`config.mk`:
```
export PLATFORM = sky130hd
export DESIGN_NAME = dual_slope_symmetric_pwm_timer
export DESIGN_NICKNAME = d
export VERILOG_FILES = /design/src/logic/pwm_timer_pkg.sv /design/src/logic/dual_slope_symmetric_pwm_timer.sv
export SDC_FILE = /design/constraint.sdc
export NUM_CORES = 1
export LEC_CHECK = 0
export BUFFER_PORTS_ARGS = -buffer_cell sky130_fd_sc_hd__buf_2
export CAP_MARGIN = 20
export CORE_MARGIN = 2
export CORE_UTILIZATION = 54
export DETAILED_ROUTE_END_ITERATION = 8
export HOLD_SLACK_MARGIN = 0.03
export PLACE_DENSITY = 0.85
export SYNTH_ARGS = -nofsm -noshare
export SYNTH_HDL_FRONTEND = slang
export SYNTH_SLANG_ARGS = --single-unit
```
`constraint.sdc`:
```
create_clock -name ref_clk_i -period 3.2 [get_ports ref_clk_i]
set_input_delay 0.48 -clock ref_clk_i [delete_from_list [all_inputs] [get_ports ref_clk_i]]
set_output_delay 0.48 -clock ref_clk_i [all_outputs]
set_load 0.01 [all_outputs]
```
`src/logic/pwm_timer_pkg.sv`:
```
/*
 * constants and types for the dual-slope symmetric pwm timer.
 * assumes a single 40 MHz system clock and no register bus.
 */
package pwm_timer_pkg;
    localparam int CNT_W = 16;
    localparam logic [3:0] MODE_TOP_CAPTURE = 4'h8;
    localparam logic [3:0] MODE_TOP_COMPARE_A = 4'h9;
    localparam logic [1:0] OUT_MODE_NONINV = 2'h2;
    localparam logic [1:0] OUT_MODE_INV = 2'h3;
    localparam logic [2:0] PRESCALE_OFF = 3'h0;
    localparam logic [2:0] PRESCALE_1 = 3'h1;
    localparam logic [2:0] PRESCALE_8 = 3'h2;
    localparam logic [2:0] PRESCALE_64 = 3'h3;
    localparam logic [2:0] PRESCALE_256 = 3'h4;
    localparam logic [2:0] PRESCALE_1024 = 3'h5;
    localparam int PRESCALE_W = 10;
    localparam logic [CNT_W-1:0] BOTTOM = 16'h0000;
    localparam logic [CNT_W-1:0] COUNT_RESET = 16'h0000;
    localparam logic [CNT_W-1:0] COMPARE_RESET = 16'h0000;
    localparam logic [PRESCALE_W-1:0] PRESCALE_RESET = 10'h000;

    typedef enum logic [2:0] {
        DIR_UP = 3'b001,
        DIR_HOLD_TOP = 3'b010,
        DIR_DOWN = 3'b100
    } dir_state_e;

    typedef struct packed {
        logic overflow;
        logic compare_a;
        logic compare_b;
        logic capture;
    } timer_flags_s;

    typedef struct packed {
        logic [1:0] mode_a;
        logic [1:0] mode_b;
    } output_modes_s;
endpackage : pwm_timer_pkg

```
`src/logic/dual_slope_symmetric_pwm_timer.sv`:
```
/*
 * phase and frequency correct pwm timer with two compare channels.
 * assumes configuration inputs come from logic on ref_clk_i, and that
 * software clears flags by a one-cycle pulse on flag_clear_i.
 */
// Notes on behaviour
// count up to TOP; TOP from capture or compare A
// hold TOP one tick before counting down
// counter equal compare sets matching flag
// at BOTTOM set overflow, load compare buffers
// TOP reached sets compare A or capture flag
// compare above TOP never matches
// software keeps TOP at least every compare value
// mode two non-inverted, three inverted output
// pin driven only when direction selects output
// match up sets one way, down the other
// tick divides clock by 1, 8, 64, 256, 1024
// compare at BOTTOM or TOP gives constant level
// synchronous counter, tick is clock enable
// software varies frequency using compare A as TOP
// count down to zero then count up again
`timescale 1ns/1ps
module dual_slope_symmetric_pwm_timer #(
    parameter int CNT_W = pwm_timer_pkg::CNT_W
) (
    input wire logic ref_clk_i,
    input wire logic rst_n_i,
    input wire logic [3:0] waveform_mode_select_i,
    input wire logic [2:0] prescale_select_i,
    input wire pwm_timer_pkg::output_modes_s output_mode_bits_i,
    input wire logic [CNT_W-1:0] compare_a_buffer_i,
    input wire logic [CNT_W-1:0] compare_b_buffer_i,
    input wire logic [CNT_W-1:0] capture_top_register_i,
    input wire logic [1:0] pin_direction_bit_i,
    input wire pwm_timer_pkg::timer_flags_s flag_clear_i,
    output logic [CNT_W-1:0] pwm_counter_o,
    output logic [CNT_W-1:0] compare_register_a_o,
    output logic [CNT_W-1:0] compare_register_b_o,
    output pwm_timer_pkg::timer_flags_s flags_o,
    output logic [1:0] pwm_outputs_o,
    output logic [1:0] pin_level_o,
    output logic [1:0] pin_oe_o,
    output logic timer_tick_o
);
    logic [CNT_W-1:0] cnt_reg;
    logic [CNT_W-1:0] cnt_next;
    logic [CNT_W-1:0] ocr_a_reg;
    logic [CNT_W-1:0] ocr_b_reg;
    logic [CNT_W-1:0] top;
    logic [pwm_timer_pkg::PRESCALE_W-1:0] presc_reg;
    logic tick;
    logic mode_ok;
    logic match_a;
    logic match_b;
    logic at_top;
    logic at_bottom;
    logic [1:0] wave_reg;
    pwm_timer_pkg::dir_state_e dir_reg;
    pwm_timer_pkg::dir_state_e dir_next;
    pwm_timer_pkg::timer_flags_s flags_reg;
    pwm_timer_pkg::timer_flags_s flag_set;

    // pwm level for one channel after an up or down compare match
    function automatic logic match_level(input logic [1:0] mode, input logic counting_up);
        match_level = (mode == pwm_timer_pkg::OUT_MODE_INV) ? counting_up : ~counting_up;
    endfunction : match_level

    // free-running prescaler; tick is a one-cycle enable
    always_ff @(posedge ref_clk_i) begin
        if (!rst_n_i || prescale_select_i == pwm_timer_pkg::PRESCALE_OFF) begin
            presc_reg <= pwm_timer_pkg::PRESCALE_RESET;
        end else begin
            presc_reg <= presc_reg + 10'h001;
        end
    end

    always_comb begin
        unique case (prescale_select_i)
            pwm_timer_pkg::PRESCALE_1: tick = 1'b1;
            pwm_timer_pkg::PRESCALE_8: tick = (presc_reg[2:0] == 3'h7);
            pwm_timer_pkg::PRESCALE_64: tick = (presc_reg[5:0] == 6'h3f);
            pwm_timer_pkg::PRESCALE_256: tick = (presc_reg[7:0] == 8'hff);
            pwm_timer_pkg::PRESCALE_1024: tick = (presc_reg == 10'h3ff);
            default: tick = 1'b0;
        endcase
    end

    assign mode_ok = (waveform_mode_select_i == pwm_timer_pkg::MODE_TOP_CAPTURE) ||
                     (waveform_mode_select_i == pwm_timer_pkg::MODE_TOP_COMPARE_A);
    assign top = (waveform_mode_select_i == pwm_timer_pkg::MODE_TOP_COMPARE_A) ?
                 ocr_a_reg : capture_top_register_i;
    assign at_top = (cnt_reg == top);
    assign at_bottom = (cnt_reg == pwm_timer_pkg::BOTTOM);
    // equality with the live count: a compare above TOP is never reached
    assign match_a = (cnt_reg == ocr_a_reg);
    assign match_b = (cnt_reg == ocr_b_reg);

    always_comb begin
        cnt_next = cnt_reg;
        dir_next = dir_reg;
        unique case (dir_reg)
            pwm_timer_pkg::DIR_UP: begin
                if (at_top) begin
                    // leave TOP on this tick so it shows for exactly one tick
                    dir_next = pwm_timer_pkg::DIR_DOWN;
                    if (!at_bottom) begin
                        cnt_next = cnt_reg - CNT_W'(1);
                    end
                end else begin
                    cnt_next = cnt_reg + CNT_W'(1);
                end
            end
            pwm_timer_pkg::DIR_HOLD_TOP: begin
                dir_next = pwm_timer_pkg::DIR_DOWN;
            end
            pwm_timer_pkg::DIR_DOWN: begin
                if (at_bottom) begin
                    cnt_next = cnt_reg + CNT_W'(1);
                    dir_next = pwm_timer_pkg::DIR_UP;
                end else begin
                    cnt_next = cnt_reg - CNT_W'(1);
                end
            end
            default: begin
                dir_next = pwm_timer_pkg::DIR_UP;
            end
        endcase
    end

    always_ff @(posedge ref_clk_i) begin
        if (!rst_n_i) begin
            cnt_reg <= pwm_timer_pkg::COUNT_RESET;
            dir_reg <= pwm_timer_pkg::DIR_UP;
        end else if (tick && mode_ok) begin
            cnt_reg <= cnt_next;
            dir_reg <= dir_next;
        end
    end

    // compare double buffer: load at bottom
    always_ff @(posedge ref_clk_i) begin
        if (!rst_n_i) begin
            ocr_a_reg <= pwm_timer_pkg::COMPARE_RESET;
            ocr_b_reg <= pwm_timer_pkg::COMPARE_RESET;
        end else if (tick && mode_ok && at_bottom) begin
            ocr_a_reg <= compare_a_buffer_i;
            ocr_b_reg <= compare_b_buffer_i;
        end
    end

    always_comb begin
        flag_set = '0;
        if (tick && mode_ok) begin
            flag_set.overflow = at_bottom;
            flag_set.compare_a = match_a;
            flag_set.compare_b = match_b;
            flag_set.capture = at_top &&
                (waveform_mode_select_i == pwm_timer_pkg::MODE_TOP_CAPTURE);
        end
    end

    // set wins over a clear in the same cycle
    always_ff @(posedge ref_clk_i) begin
        if (!rst_n_i) begin
            flags_reg <= '0;
        end else begin
            flags_reg <= flag_set | (flags_reg & ~flag_clear_i);
        end
    end

    // waveform: up-match and down-match move the level opposite ways
    always_ff @(posedge ref_clk_i) begin
        if (!rst_n_i) begin
            wave_reg <= 2'h0;
        end else if (tick && mode_ok) begin
            if (at_top && ocr_a_reg == top) begin
                wave_reg[0] <= match_level(output_mode_bits_i.mode_a, 1'b0);
            end else if (match_a && !at_bottom) begin
                wave_reg[0] <= match_level(output_mode_bits_i.mode_a,
                    dir_reg == pwm_timer_pkg::DIR_UP);
            end else if (at_bottom && match_a) begin
                wave_reg[0] <= match_level(output_mode_bits_i.mode_a, 1'b1);
            end
            if (at_top && ocr_b_reg == top) begin
                wave_reg[1] <= match_level(output_mode_bits_i.mode_b, 1'b0);
            end else if (match_b && !at_bottom) begin
                wave_reg[1] <= match_level(output_mode_bits_i.mode_b,
                    dir_reg == pwm_timer_pkg::DIR_UP);
            end else if (at_bottom && match_b) begin
                wave_reg[1] <= match_level(output_mode_bits_i.mode_b, 1'b1);
            end
        end
    end

    always_ff @(posedge ref_clk_i) begin
        if (!rst_n_i) begin
            pin_level_o <= 2'h0;
            pin_oe_o <= 2'h0;
        end else begin
            pin_level_o[0] <= wave_reg[0];
            pin_level_o[1] <= wave_reg[1];
            pin_oe_o[0] <= pin_direction_bit_i[0] &&
                output_mode_bits_i.mode_a[1];
            pin_oe_o[1] <= pin_direction_bit_i[1] &&
                output_mode_bits_i.mode_b[1];
        end
    end

    always_ff @(posedge ref_clk_i) begin
        if (!rst_n_i) begin
            pwm_counter_o <= pwm_timer_pkg::COUNT_RESET;
            compare_register_a_o <= pwm_timer_pkg::COMPARE_RESET;
            compare_register_b_o <= pwm_timer_pkg::COMPARE_RESET;
            flags_o <= '0;
            pwm_outputs_o <= 2'h0;
            timer_tick_o <= 1'b0;
        end else begin
            pwm_counter_o <= cnt_reg;
            compare_register_a_o <= ocr_a_reg;
            compare_register_b_o <= ocr_b_reg;
            flags_o <= flags_reg;
            pwm_outputs_o <= wave_reg;
            timer_tick_o <= tick;
        end
    end
endmodule : dual_slope_symmetric_pwm_timer

```
After elaboration in Yosys (flattened, before gate mapping)
Cells that the tools add are included.
{"block": "op_classes", "n_addsub": 3, "eq_ne": 24, "muxes": 22, "n_bitwise": 4, "n_reduce_logical": 24}
{"op": "16-bit equality test", "n": 5}
{"op": "16-bit 2-to-1 mux", "n": 4}
{"op": "16-bit case mux with 2 select lines", "n": 1}
{"op": "16-bit by 1-bit adder with 16-bit output (second input constant)", "n": 1}
{"op": "16-bit zero test", "n": 1}
{"op": "16-bit by 1-bit subtractor with 16-bit output (second input constant)", "n": 1}
{"op": "3-bit equality test (second input constant)", "n": 4}
{"op": "1-bit 2-to-1 mux", "n": 12}
{"op": "1-bit logical AND", "n": 11}
{"op": "10-bit by 1-bit adder with 10-bit output (second input constant)", "n": 1}
{"op": "10-bit equality test (second input constant)", "n": 1}
{"op": "3-bit by 2-bit equality test with 1-bit output (second input constant)", "n": 3}
{"op": "3-bit case mux with 3 select lines", "n": 1}
{"op": "4-bit equality test (second input constant)", "n": 2}
{"op": "8-bit equality test (second input constant)", "n": 1}
{"op": "3-bit by 1-bit equality test with 1-bit output (second input constant)", "n": 2}
{"op": "6-bit equality test (second input constant)", "n": 1}
{"op": "3-bit 2-to-1 mux", "n": 2}
{"op": "3-bit AND reduction", "n": 2}
{"op": "3-bit nonzero test", "n": 2}
{"op": "1-bit case mux with 5 select lines", "n": 1}
{"op": "4-bit bitwise AND", "n": 1}
{"op": "2-bit equality test (second input constant)", "n": 2}
{"op": "4-bit 2-to-1 mux", "n": 1}
{"op": "other kinds (10)", "n": 14}
{"block": "totals", "regBits": 124, "input_bits": 67, "out_inout_bits": 59, "wordCells": 98}

Logic depth before layout (Yosys ltp)
Gate-level depths: netlist of run 1.
{"block": "depth", "depth_word": 6, "mapped_depth": 14, "mapped_depth_nobuf": 10}

Worst setup path before layout of run 1
No wires, ideal clock.
{"block": "synth_timing", "path_kind": "in2reg", "startpoint": "in waveform_mode_select_i[2]", "endpoint": "reg cnt_reg[13]", "setup_ns": 0.123, "t_arrival_ns": 2.805, "required_ns": 3.077, "slack_ns": 0.271, "cell_stages": 10, "path_buffers": 1, "cell_sequence": "and4bb_1 > buf_6 > mux2i_1 > o22ai_1 > a211oi_4 > nand4_4 > o21a_1 > or4b_1 > a21oi_1 > mux2_1"}
{"block": "synth_via", "elab_chain_cells": 5, "word_cells_on_any_way": 10, "cone_classes": "eq/ne: 4; mux: 3; reduce/logical: 3"}
{"element": "start, declared", "line_no": "dual_slope_symmetric_pwm_timer.sv:28", "rtl": "input wire logic [3:0] waveform_mode_select_i,"}
{"element": "4-bit equality test", "line_no": "dual_slope_symmetric_pwm_timer.sv:89, dual_slope_symmetric_pwm_timer.sv:90"}
{"element": "16-bit 2-to-1 mux", "line_no": "dual_slope_symmetric_pwm_timer.sv:90", "rtl": "assign top = (waveform_mode_select_i == pwm_timer_pkg::MODE_TOP_COMPARE_A) ?"}
{"element": "16-bit equality test", "line_no": "dual_slope_symmetric_pwm_timer.sv:92", "rtl": "assign at_top = (cnt_reg == top);"}
{"element": "3-bit != test (no line) or 16-bit 2-to-1 mux (tied branches)"}
{"element": "3-bit AND reduction (no line) or 16-bit case mux with 2 select lines (tied branches)"}
{"element": "end signal, assigned", "line_no": "dual_slope_symmetric_pwm_timer.sv:132", "rtl": "cnt_reg <= pwm_timer_pkg::COUNT_RESET;"}
{"element": "end signal, assigned", "line_no": "dual_slope_symmetric_pwm_timer.sv:135", "rtl": "cnt_reg <= cnt_next;"}
{"element": "end, declared", "line_no": "dual_slope_symmetric_pwm_timer.sv:45", "rtl": "logic [CNT_W-1:0] cnt_reg;"}
Several ways; a longest one is shown, not always the timed one.
A chain may end at the register's enable or synchronous reset.

Worst setup path in the final report of run 1
{"block": "layout_timing", "startpoint": "reg cnt_reg[7]", "endpoint": "reg cnt_reg[13]"}
{"block": "layout_via", "elab_chain_cells": 4, "word_cells_on_any_way": 10, "cone_classes": "add/sub: 2; eq/ne: 2; mux: 4; reduce/logical: 2"}
{"element": "16-bit by 1-bit subtractor with 16-bit output", "line_no": "dual_slope_symmetric_pwm_timer.sv:107, dual_slope_symmetric_pwm_timer.sv:121"}
{"element": "16-bit 2-to-1 mux", "line_no": "dual_slope_symmetric_pwm_timer.sv:106", "rtl": "if (!at_bottom) begin"}
{"element": "16-bit 2-to-1 mux", "line_no": "dual_slope_symmetric_pwm_timer.sv:103", "rtl": "if (at_top) begin"}
{"element": "16-bit case mux with 2 select lines", "line_no": "dual_slope_symmetric_pwm_timer.sv:101", "rtl": "unique case (dir_reg)"}
Several ways; a longest one is shown, not always the timed one. The select of a mux whose other input is x is not followed.

==> results of run 1 <==
[critical path, delay by kind of cell (launching register included)]
kind / cells / cell delay, ps
compound gates: 3 / 630
simple gates: 3 / 1070
flops: 1 / 590
xor+xnor: 1 / 130
mux: 1 / 340
[placed cells by master (no fill, tap or decap), drive strengths merged, types with 2 or more instances in the layout]
master      n
nand3      14
or2         4
o22ai       7
or3        11
nand4      12
clkinvlp    4
a31oi       2
nor2       75
nand2b      4
a211oi      2
o21a        2
ha          5
xor2       33
o2111ai     2
mux2        3
o31ai       3
o21ai      21
dfxtp     123
nor4       17
bufinv      4
and2       11
nor3       10
a221oi      3
inv        59
mux2i      25
buf       169
clkbuf     23
nand2      53
clkinv      2
xnor2      41
a22oi       3
and3       12
nand4b      3
a21o        4
nor2b       4
a21oi      51
[worst max path at each step]
stage	start	endpoint	depth (start not counted)
6_report	cnt_reg[7]$_SDFFE_PN0P_	cnt_reg[13]$_SDFFE_PN0P_	8
5_1_grt	cnt_reg[5]$_SDFFE_PN0P_	cnt_reg[13]$_SDFFE_PN0P_	9
4_1_cts	cnt_reg[7]$_SDFFE_PN0P_	cnt_reg[13]$_SDFFE_PN0P_	8
3_5_place_dp	waveform_mode_select_i[2]	cnt_reg[6]$_SDFFE_PN0P_	12
3_3_place_gp	waveform_mode_select_i[2]	cnt_reg[13]$_SDFFE_PN0P_	11
2_1_floorplan	waveform_mode_select_i[2]	cnt_reg[13]$_SDFFE_PN0P_	10
[layout make-up]
| cell class | instances | area share |
|---|---|---|
| multi-input combinational | 450 | 0.388 |
| timing repair buffer | 169 | 0.131 |
| inverter | 60 | 0.0309 |
| clock inverter | 9 | 0.0218 |
| sequential | 123 | 0.338 |
| tap | 136 | 0.0233 |
| clock buffer | 23 | 0.0668 |
[layer usage]
| layer | GRT usage | vias to the layer above | part of all wire |
|---|---|---|---|
| met3 | 0.0742 | 54 | 0.087 |
| li1 | - | 2550 | - |
| met1 | 0.393 | 2577 | 0.40 |
| met5 | 0 | - | 0 |
| met4 | 0.159 | 0 | 0.038 |
| met2 | 0.517 | 284 | 0.48 |
[power by group]
group	internal, mW	leakage [nW]	switching, mW
clock	1.37	0.303	0.669
combinational	0.132	2.33	0.175
sequential	1.56	0.994	0.0254
total	3.06	3.63	0.869
[kinds of logic after synthesis]
family / count (synthesis) / synth area share
xor+xnor: 74 / 0.113
flops: 123 / 0.431
buf+inv: 102 / 0.0734
fa+ha+maj: 5 / 0.0110
mux: 28 / 0.0504
simple gates: 234 / 0.204
compound gates: 109 / 0.117
[metrics by stage]
stage | area, sq um | instances
after floorplan | 5710 | 675
after global placement | 6640 | 937
after detailed placement | 6640 | 937
after CTS | 7280 | 969
after global routing | 7290 | 970
final | 7290 | 970
==> metrics.sh, run 1 <==
DRT_FIRST_ITER_VIOLATIONS=428
R2R_END='cnt_reg[13]$_SDFFE_PN0P_'
CTS_RESIZED=0
SYNTHESIS.INSTANCES=675
TIMING.FINAL.CRIT_PERIOD_PS=2880
MAX_RAIL_DROP_VDD_mV=0.517
CTS_HOLD_BUFFERS=0
CLK_PATH_BUF_DEPTH=2
SYN2LAYOUT_AREA_GROWTH_PCT=27.6
REMAINING_DRC_ERRORS=0
YOSYS_MOST_USED_DFF='sky130_fd_sc_hd__dfxtp_1'
R2R-START='cnt_reg[7]$_SDFFE_PN0P_'
SETUP_VIOL=0
SEQUENTIAL_CELL_AREA_SQ_UM=2460
CTS.HTREE.LEVELS=4
POSTSYNTHAREAPERCELL_SQ_UM=8.46
REQUIRED_PS=3610
SYNTH_TOP_AREA_CELL='sky130_fd_sc_hd__dfxtp_1'
POWER_PER_STANDARD_CELL_AREA_nW_PER_UM2=539
NETS=893
AVGVIACOUNTPERCELL=5.63
TIMING.FINAL.CRIT_SHARE=0.901
PIN_COUNT=126
LARGEST_NET_DEGREE_AT_THE_START_OF_GLOBAL_ROUTING=36
SETUP.WORST_PATH.END_CLASS='register'
SYNTH.FF_LATCH_COUNT=123
PRE_CTS_SLACK_PS=-157
SYNTH.TOP_CELLS.BY_AREA='sky130_fd_sc_hd__dfxtp_1 43%, sky130_fd_sc_hd__xnor2_1 6.3%, sky130_fd_sc_hd__xor2_1 5.1%, sky130_fd_sc_hd__nor2_1 4.9%, sky130_fd_sc_hd__a21oi_1 4.5%'
CLOCK.FMAX_GHz=0.347
CORE_OCCUPANCY_IN_THE_FINISHED_LAYOUT=0.709
CRITPATHMAXSTAGEDELAY_PS=590
ASYNC_FLOP_SHARE=0
FP.DIEAREA_SQ_UM=11400
RUN_STATUS='finished, final reports clean'
HOLDCRITPATHCLASS='in -> reg'
TRITONCTS='yes'
CTS_INSERTED_BUFFERS=17
MIN_DELAY_PATH_DEPTH=2
DPL.HPWL_MM=13.1
TIMING.CRITICAL_PATH.SLOWEST_STAGE_CELL='sky130_fd_sc_hd__dfxtp_1'
ARRIVAL_WORST_ENDPOINT_PS=3300
YOSYSMOSTFREQUENTCELL='sky130_fd_sc_hd__dfxtp_1'
TIGHTEST_SLEW_PS=653
NUM_ANTENNA_CELLS=0
MAX_CAP_VIOLATIONS=0
CRITICAL_PATH.STARTPOINT_TYPE='register'
WORST_SLACK_PS=317
SEQ_AREA_FRAC_SYNTH=0.431
NUMBER_OF_ITERATIONS_IN_THE_FIRST_DETAILED_ROUTING_PASS=5
FLOORPLAN_DIE_HEIGHT_MICRONS=107
WORSTHOLDENDPOINT='flags_reg[2]$_SDFF_PN0_'
SLEW_HEADROOM=0.565
LAYOUT.FILLER_CELLS=808
ROUTABILITYCONGESTION=1.01
REPORT.FINAL.SLEW_VIOL_COUNT=0
FIN_TNS_SETUP_PS=0
LAYOUT_CELL_SHARE_WITH_DRIVE_STRENGTH_BEYOND_1=0.255
SYNTH_WARNINGS=0
DETAIL-ROUTE-ANTENNA-NETS=0
CLKSLEWWORSTSETUPHOLDPATHS_PS=60
CTS.SINKS=123
ROWS=37
POWER.LEAKAGE_nW=3.63
CORE_REGION_SQ_UM=10300
VIAS_IN_THE_FIRST_GLOBAL_ROUTE=5357
ROOT_BUFFER='sky130_fd_sc_hd__clkbuf_8'
SYNTHDISTINCTLIBCELLS=58
GRT_ANTENNA_BEFORE_REPAIR=0
REG2REG_DEPTH=8
WORST_PATH_CLASS_SETUP='reg -> reg'
HOLD_VIOL_FINAL=0
SYNTH.NET_COUNT=747
WIRELENGTH_MM=17.6
VIA_COUNT=5465
GRT_PASS1_WL_MM=27.7
FIN_HOLD_WS_PS=137
CTS.REPAIR_TIMING.SETUP_BUFFER_COUNT=0
MULTI_INPUT_AREA_SQ_UM=2830
WORSTPATHMAXFANOUT=5
ALL_LAYER_GR_USAGE=0.317
PATH_CELLS='xor2_1 > nor4_1 > a22o_2 > nand4_4 > o21a_1 > or4b_1 > a21oi_1 > mux2_1'
SYN-CELL-AREA_SQ_UM=5710
SYNTH_EDF_COUNT=0
WORST_HOLD_START='flag_clear_i[2]'
DIE_W_MICRONS=107
GRT_REMAINING_OVERFLOW=0
TOTALPOWERFINAL_mW=3.93
CLOCK-SKEW-FINAL_PS=6.78
AVGROUTEDWIREPERCELL_MICRONS=18.1
CLK_LATENCY_PS=530
POST-SYNTH-TOP-AREA-FRACTION=0.431
POST_SYNTH_MOST_FREQUENT_CELLS='123 x sky130_fd_sc_hd__dfxtp_1, 75 x sky130_fd_sc_hd__nor2_1, 59 x sky130_fd_sc_hd__inv_1'
REG2REG_SETUP_SLACK_PS=320
IO_BUFFERS=125
INITIAL_UTILIZATION=0.556
UNREPAIRED_SETUP_ENDPOINTS_AFTER_GLOBAL_ROUTING='false'
(Power assumes the default switching activity.)
==> run 2: changes to the inputs <==
--- a/config.mk
+++ b/config.mk
@@ -8,10 +8,10 @@
 export BUFFER_PORTS_ARGS = -buffer_cell sky130_fd_sc_hd__buf_2
 export CAP_MARGIN = 20
 export CORE_MARGIN = 2
-export CORE_UTILIZATION = 54
+export CORE_UTILIZATION = 55
 export DETAILED_ROUTE_END_ITERATION = 8
 export HOLD_SLACK_MARGIN = 0.03
-export PLACE_DENSITY = 0.85
+export PLACE_DENSITY = 0.87
 export SYNTH_ARGS = -nofsm -noshare
 export SYNTH_HDL_FRONTEND = slang
 export SYNTH_SLANG_ARGS = --single-unit
==> constraint.sdc (replaced) <==
create_clock -name ref_clk_i -period 3.75 [get_ports ref_clk_i]
set_input_delay 0.5625 -clock ref_clk_i [delete_from_list [all_inputs] [get_ports ref_clk_i]]
set_output_delay 0.5625 -clock ref_clk_i [all_outputs]
set_load 0.01 [all_outputs]
==> run 2 against run 1 <==
  * Design area is 3.4% lower
  * Flip-flop and latch count is the same
  * Highest routed layer unchanged
  * Combinational power fell by 22%
  * Largest power group unchanged
  * Critical path type unchanged
==> metrics.sh, run 2 (synthesis results as in run 1) <==
RUN_STATUS='finished, final reports clean'
ROWS=37  # unchanged
FIN_TNS_SETUP_PS=0  # unchanged
UNREPAIRED_SETUP_ENDPOINTS_AFTER_GLOBAL_ROUTING='false'
FLOORPLAN_DIE_HEIGHT_MICRONS=106  # -0.88%
MOST_CONGESTED_LAYER_REPORTED_BY_GLOBAL_ROUTING='met2'
IO_BUFFERS=125  # unchanged
PLACE_AREA_SQ_UM=6440  # -2.9%
CRITPATHMAXSTAGEDELAY_PS=670  # +80 ps
DIE_W_MICRONS=106  # -0.88%
CTS.REPAIR_TIMING.SETUP_BUFFER_COUNT=0  # unchanged
NUMBER_OF_ITERATIONS_IN_THE_FIRST_DETAILED_ROUTING_PASS=5  # unchanged
CTS_HOLD_BUFFERS=0  # unchanged
R2R-START='cnt_reg[6]$_SDFFE_PN0P_'
INITIAL_UTILIZATION=0.561  # +0.00505
SETUP.WORST_PATH.END_CLASS='register'
POWER.LEAKAGE_nW=3.48  # -4.0%
MET3_USAGE=0.0822  # +0.00799
CLK_LATENCY_PS=520  # about the same
CLKSLEWWORSTSETUPHOLDPATHS_PS=60  # about the same
CRIT_END='cnt_reg[8]$_SDFFE_PN0P_'
REQUIRED_PS=4160  # +550 ps
SLEW_HEADROOM=0.461  # -0.104
CLK_PATH_BUF_DEPTH=2  # unchanged
WORSTPATHMAXFANOUT=26  # +21
TOTALPOWERFINAL_mW=3.26  # -17%
POWER.COMBINATIONAL.FRACTION=0.074  # -0.004
FINAL_COMMON_CELL='sky130_fd_sc_hd__buf_2'
ARRIVAL_WORST_ENDPOINT_PS=3640  # +340 ps
VIA_COUNT=5285  # -3.3%
REG2REG_SETUP_SLACK_PS=520  # +210 ps
MIN_DELAY_PATH_DEPTH=2  # unchanged
PIN_COUNT=126  # unchanged
WORST_PATH_CLASS_SETUP='reg -> reg'
VIAS_IN_THE_FIRST_GLOBAL_ROUTE=4969  # -7.2%
REPORT.FINAL.SLEW_VIOL_COUNT=0  # unchanged
CRITICAL_PATH.STARTPOINT_TYPE='register'
INTERNAL_POWER_mW=2.46  # -20%
DRT_FIRST_ITER_VIOLATIONS=359  # -16%
TIMING.CRITICAL_PATH.SLOWEST_STAGE_CELL='sky130_fd_sc_hd__or2_1'
PATH_CELLS='nor4_2 > nand2_1 > nand4b_1 > nor2_1 > nand3_1 > o22ai_1 > or2_1 > a21o_1 > mux2_2'
POWER_PER_STANDARD_CELL_AREA_nW_PER_UM2=463  # -14%
CTS.SINKS=123  # unchanged
HOLD_VIOL_FINAL=0  # unchanged
AVGROUTEDWIREPERCELL_MICRONS=16.9  # -6.8%
CELL_FAMILY_CONTRIBUTING_THE_MOST_DELAY_ON_THE_CRITICAL_PATH='simple AND/OR/NAND/NOR gates'
FINAL-INSTANCE-COUNT-EXCL-FILL=943  # -2.8%
AVGVIACOUNTPERCELL=5.60  # -0.52%
GRT_REMAINING_OVERFLOW=0  # unchanged
HOLDCRITPATHCLASS='in -> reg'
SYN2LAYOUT_AREA_GROWTH_PCT=23.2
REMAINING_DRC_ERRORS=0  # unchanged
TIMING.FINAL.CRIT_SHARE=0.861  # -0.0403
GRT_UTIL_MET1=0.362  # -0.0308
FINALINSTANCEAREA_SQ_UM=7040  # -3.4%
LAYOUT_CELL_SHARE_WITH_DRIVE_STRENGTH_BEYOND_1=0.232  # -0.0237
NETS=866  # -3.0%
DPL.HPWL_MM=11.1  # -15%
FP.DIEAREA_SQ_UM=11200  # -1.8%
CLOCK_POWER_SHARE=0.510  # -0.009
FIN_HOLD_WS_PS=217  # +80.4 ps
PATH_BUF_INV=0  # unchanged
TIMING.FINAL.CRIT_PERIOD_PS=3230  # +344 ps
CORE_REGION_SQ_UM=10200  # -0.90%
P_SEQ_FRAC=0.416  # +0.013
POWER_SWITCHING_SHARE=0.246  # +0.0247
GRT_ANTENNA_BEFORE_REPAIR=0  # unchanged
PLACED_CELLS_INCL_TAPS=911  # -2.8%
ROOT_BUFFER='sky130_fd_sc_hd__clkbuf_8'
POWER_SWITCHING_mW=0.801  # -7.8%
WORSTSETUPSTARTPOINT='cnt_reg[6]$_SDFFE_PN0P_'
ROUTABILITYCONGESTION=0.976  # -3.6%
SETUP_VIOL=0  # unchanged
DETAIL-ROUTE-ANTENNA-NETS=0  # unchanged
ALL_LAYER_GR_USAGE=0.289  # -0.0277
WORST-PATH-STAGES=9  # +1
REG2REG_DEPTH=9  # +1
CLOCK-SKEW-FINAL_PS=8.98  # +2.20 ps
MAX_CAP_VIOLATIONS=0  # unchanged
MAX_RAIL_DROP_VDD_mV=0.323  # -38%
GRT_PASS1_WL_MM=25.2  # -8.9%
WIRELENGTH_MM=15.9  # -9.4%
GRT_UTIL_MET2=0.464  # -0.0532
R2R_END='cnt_reg[8]$_SDFFE_PN0P_'
CTS.HTREE.LEVELS=4  # unchanged
NUM_ANTENNA_CELLS=0  # unchanged
MOST-COMMON-LAYOUT-CELLS='125 x sky130_fd_sc_hd__buf_2, 123 x sky130_fd_sc_hd__dfxtp_1, 75 x sky130_fd_sc_hd__nor2_1'
LARGEST_NET_DEGREE_AT_THE_START_OF_GLOBAL_ROUTING=53  # +47%
CTS_RESIZED=0  # unchanged
TIGHTEST_SLEW_PS=809  # +156 ps
TRITONCTS='yes'
CTS_INSERTED_BUFFERS=17  # unchanged
CLOCK.FMAX_GHz=0.310  # -11%
[run 2: cell types whose count changed in the layout (fill, tap and decap cells not counted), sizes merged]
cell	before	now
clkbuf	23	17
buf	169	142
inv	59	66
clkinvlp	4	1
bufinv	4	3
clkinv	2	5
[run 2: routing by layer]
| metal | wire length, microns | up-vias | share of wire |
|---|---|---|---|
| li1 | - | 2498 | - |
| met1 | 6330 | 2464 | 0.40 |
| met2 | 7510 | 271 | 0.47 |
| met3 | 1430 | 52 | 0.090 |
| met4 | 637 | 0 | 0.040 |
| met5 | 0 | - | 0 |
[run 2: worst min path at each step]
stage	startpoint	to	slack (ps)
6_report	flag_clear_i[2]	flags_reg[2]$_SDFF_PN0_	220
5_1_grt	flag_clear_i[2]	flags_reg[2]$_SDFF_PN0_	220
4_1_cts	flag_clear_i[2]	flags_reg[2]$_SDFF_PN0_	210
3_5_place_dp	flags_reg[0]$_SDFF_PN0_	flags_o[0]$_SDFF_PN0_	420
3_3_place_gp	flags_reg[0]$_SDFF_PN0_	flags_o[0]$_SDFF_PN0_	410
2_1_floorplan	flags_reg[3]$_SDFF_PN0_	flags_o[3]$_SDFF_PN0_	400
[run 2: power groups by stage]
stage	logic (mW)	registers [mW]	clock network, mW
2_1_floorplan	0.142	1.38	0
3_3_place_gp	0.231	1.38	0
3_5_place_dp	0.234	1.38	0
4_1_cts	0.238	1.35	1.67
5_1_grt	0.263	1.36	1.74
6_report	0.240	1.36	1.66
[run 2: per-stage QoR]
step	util	setup WS (ps)
after floorplan	-	739
after global placement	0.633	111
after detailed placement	0.633	47.7
after CTS	0.691	579
after global routing	0.691	356
final	0.691	522
[run 2: final cells by class]
| type | count | area, sq um |
|---|---|---|
| fill | 816 | 3150 |
| multi-input combinational | 450 | 2830 |
| sequential | 123 | 2460 |
| timing repair buffer | 142 | 753 |
| clock buffer | 17 | 414 |
| inverter | 60 | 225 |
| clock inverter | 15 | 183 |
| tap | 136 | 170 |
==> run 3: changes to the inputs <==
--- a/config.mk
+++ b/config.mk
@@ -7,11 +7,13 @@
 export LEC_CHECK = 0
 export BUFFER_PORTS_ARGS = -buffer_cell sky130_fd_sc_hd__buf_2
 export CAP_MARGIN = 20
+export CELL_PAD_IN_SITES_DETAIL_PLACEMENT = 1
+export CELL_PAD_IN_SITES_GLOBAL_PLACEMENT = 1
 export CORE_MARGIN = 2
-export CORE_UTILIZATION = 55
+export CORE_UTILIZATION = 43
 export DETAILED_ROUTE_END_ITERATION = 8
 export HOLD_SLACK_MARGIN = 0.03
-export PLACE_DENSITY = 0.87
+export PLACE_DENSITY = 0.91
 export SYNTH_ARGS = -nofsm -noshare
 export SYNTH_HDL_FRONTEND = slang
 export SYNTH_SLANG_ARGS = --single-unit
==> run 3 against run 2 <==
  * Core utilization down 14 points
  * Non-clock buffer count up 2
  * Power up 5.6%
  * Count of clock-buffer cells in the layout up 1
  * Register-to-register slack better by 180 ps
  * Maximum frequency up 2.9%
  * Sequential power about the same
  * Cell count up 4.5%
  * Design area up 2.1%
  * Clock power up 10%
  * Worst hold slack better by 99 ps
  * Combinational power up 5%
  * Largest power group unchanged
  * Highest routed layer unchanged
==> metrics.sh, run 3 (synthesis results as in run 1) <==
FP.DIEAREA_SQ_UM=14200  # +27%
INITIAL_UTILIZATION=0.437  # -0.124
HOLD_VIOL_FINAL=0  # unchanged
AVGROUTEDWIREPERCELL_MICRONS=19.8  # +17%
UNREPAIRED_SETUP_ENDPOINTS_AFTER_GLOBAL_ROUTING='false'
CLK_PATH_BUF_DEPTH=2  # unchanged
CTS.HTREE.LEVELS=4  # unchanged
REMAINING_DRC_ERRORS=0  # unchanged
NUM_ANTENNA_CELLS=0  # unchanged
CTS.REPAIR_TIMING.SETUP_BUFFER_COUNT=0  # unchanged
REPORT.FINAL.SLEW_VIOL_COUNT=0  # unchanged
ARRIVAL_WORST_ENDPOINT_PS=3500  # -140 ps
WORST_SLACK_PS=613  # +90.5 ps
GRT_ANTENNA_BEFORE_REPAIR=0  # unchanged
LAYOUT_CELL_SHARE_WITH_DRIVE_STRENGTH_BEYOND_1=0.234  # +0.00190
POWER_PER_STANDARD_CELL_AREA_nW_PER_UM2=479  # +3.4%
ROOT_BUFFER='sky130_fd_sc_hd__clkbuf_16'
ROWS=42  # +14%
REG2REG_DEPTH=8  # -1
R2R_END='cnt_reg[13]$_SDFFE_PN0P_'
PRE_CTS_SLACK_PS=230  # +182 ps
TRITONCTS='yes'
TIGHTEST_SLEW_PS=688  # -121 ps
SETUP.WORST_PATH.END_CLASS='register'
DIE_W_MICRONS=119  # +13%
ROUTABILITYCONGESTION=0.946  # -3.1%
DETAIL-ROUTE-ANTENNA-NETS=0  # unchanged
WORST_HOLD_START='flag_clear_i[0]'
CLOCK.FMAX_GHz=0.319  # +2.9%
CORE_REGION_SQ_UM=13100  # +28%
CP_COMMON_CELL='sky130_fd_sc_hd__buf_4'
GRT_REMAINING_OVERFLOW=0  # unchanged
NETS=868  # +0.23%
CTS_INSERTED_BUFFERS=17  # unchanged
TIMING.FINAL.CRIT_SHARE=0.837  # -0.0241
LAYOUT.FILLER_CELLS=1576  # +93%
DRT_FIRST_ITER_VIOLATIONS=304  # -15%
R2R-START='cnt_reg[10]$_SDFFE_PN0P_'
WIRELENGTH_MM=19.5  # +22%
PATH_CELLS='buf_2 > and4bb_1 > buf_4 > a221oi_1 > and3_1 > a211o_1 > nand2_1 > o22ai_1 > or2_1 > buf_4 > or3_1 > a21oi_1'
GRT_PASS1_WL_MM=30.5  # +21%
FINAL_COMMON_CELL='sky130_fd_sc_hd__buf_2'
WORST_PATH_CLASS_SETUP='in -> reg'
SEQUENTIAL_CELL_AREA_SQ_UM=2460  # unchanged
POWER.LEAKAGE_nW=3.51  # +0.82%
CTS_HOLD_BUFFERS=0  # unchanged
MAX_CAP_VIOLATIONS=0  # unchanged
CRITICAL_PATH.STARTPOINT_TYPE='primary input'
SYN2LAYOUT_AREA_GROWTH_PCT=25.8
VIA_COUNT=5351  # +1.2%
DPL.HPWL_MM=13.5  # +22%
ALL_LAYER_GR_USAGE=0.281  # -0.00813
VIAS_IN_THE_FIRST_GLOBAL_ROUTE=5710  # +15%
MAX_RAIL_DROP_VDD_mV=0.321  # -0.68%
NUMBER_OF_ITERATIONS_IN_THE_FIRST_DETAILED_ROUTING_PASS=5  # unchanged
TIMING.CRITICAL_PATH.SLOWEST_STAGE_CELL='sky130_fd_sc_hd__and4bb_1'
SETUP_VIOL=0  # unchanged
SLEW_HEADROOM=0.541  # +0.0807
HOLDCRITPATHCLASS='in -> reg'
TIMING.FINAL.CRIT_PERIOD_PS=3140  # -90.5 ps
LARGEST_NET_DEGREE_AT_THE_START_OF_GLOBAL_ROUTING=53  # unchanged
RUN_STATUS='finished, final reports clean'
PATH_BUF_INV=3  # +3
PIN_COUNT=126  # unchanged
CTS.SINKS=123  # unchanged
FLOORPLAN_DIE_HEIGHT_MICRONS=119  # +13%
CRITPATHMAXSTAGEDELAY_PS=640  # -30 ps
CTS_RESIZED=0  # unchanged
REG2REG_SETUP_SLACK_PS=700  # +180 ps
MIN_DELAY_PATH_DEPTH=2  # unchanged
AVGVIACOUNTPERCELL=5.43  # -3.1%
CLKSLEWWORSTSETUPHOLDPATHS_PS=60  # about the same
REQUIRED_PS=4110  # -50 ps
WORSTPATHMAXFANOUT=12  # -54%
IO_BUFFERS=125  # unchanged
CELL_FAMILY_CONTRIBUTING_THE_MOST_DELAY_ON_THE_CRITICAL_PATH='simple AND/OR/NAND/NOR gates'
WORSTHOLDENDPOINT='flags_reg[0]$_SDFF_PN0_'
CLK_LATENCY_PS=430  # -90 ps
MOST-COMMON-LAYOUT-CELLS='125 x sky130_fd_sc_hd__buf_2, 123 x sky130_fd_sc_hd__dfxtp_1, 75 x sky130_fd_sc_hd__nor2_1'
CLOCK-SKEW-FINAL_PS=4.12  # -4.86 ps
FIN_TNS_SETUP_PS=0  # unchanged
MULTI_INPUT_AREA_SQ_UM=2830  # unchanged
-- run 3: cell types whose count changed in the layout (fill, tap and decap cells not counted) --
| cell | previous run | this run |
|---|---|---|
| sky130_fd_sc_hd__clkinv_4 | 1 | 2 |
| sky130_fd_sc_hd__clkinv_2 | 3 | 1 |
| sky130_fd_sc_hd__inv_6 | 7 | 1 |
| sky130_fd_sc_hd__clkinvlp_4 | 1 | 5 |
| sky130_fd_sc_hd__buf_16 | 0 | 1 |
| sky130_fd_sc_hd__clkbuf_16 | 16 | 17 |
| sky130_fd_sc_hd__buf_4 | 17 | 18 |
| sky130_fd_sc_hd__bufinv_16 | 3 | 5 |
-- run 3: layout make-up --
cell class / instances / area share
Clock buffer: 18 / 0.0611
Clock inverter: 14 / 0.0305
Inverter: 60 / 0.0313
Multi-Input combinational cell: 450 / 0.394
Sequential cell: 123 / 0.343
Tap cell: 176 / 0.0306
Timing Repair Buffer: 144 / 0.110
-- run 3: through the flow --
stage          hold WS (ps)  total power, mW  cells  cell area (sq um)  utilization
2_1_floorplan           404             1.52    675               5710            -
3_3_place_gp            416             1.62    952               6500        0.497
3_5_place_dp            420             1.63    953               6530        0.499
4_1_cts                 311             3.46    985               7190        0.549
5_1_grt                 312             3.54    985               7190        0.549
6_report                316             3.44    985               7190        0.549
-- run 3: worst max path at each step --
stage                                          from                       end  slack, ps  cells past startpoint
after floorplan           waveform_mode_select_i[2]  cnt_reg[13]$_SDFFE_PN0P_        740                     10
after global placement    waveform_mode_select_i[2]   cnt_reg[3]$_SDFFE_PN0P_        290                     12
after detailed placement  waveform_mode_select_i[2]  cnt_reg[12]$_SDFFE_PN0P_        230                     12
after CTS                 waveform_mode_select_i[2]  cnt_reg[15]$_SDFFE_PN0P_        640                     12
after global routing      waveform_mode_select_i[2]   cnt_reg[4]$_SDFFE_PN0P_        460                     12
final                     waveform_mode_select_i[2]  cnt_reg[15]$_SDFFE_PN0P_        610                     12
-- run 3: where the power goes --
part,internal (mW),switching [mW]
clock,1.20,0.634
combinational,0.105,0.147
sequential,1.33,0.0269
total,2.63,0.807
-- run 3: per-layer routing --
layer,GRT usage,share of wire,vias to the layer above
li1,-,-,2494
met1,0.321,0.39,2560
met2,0.477,0.49,226
met3,0.0757,0.071,71
met4,0.153,0.048,0
met5,0,0,-
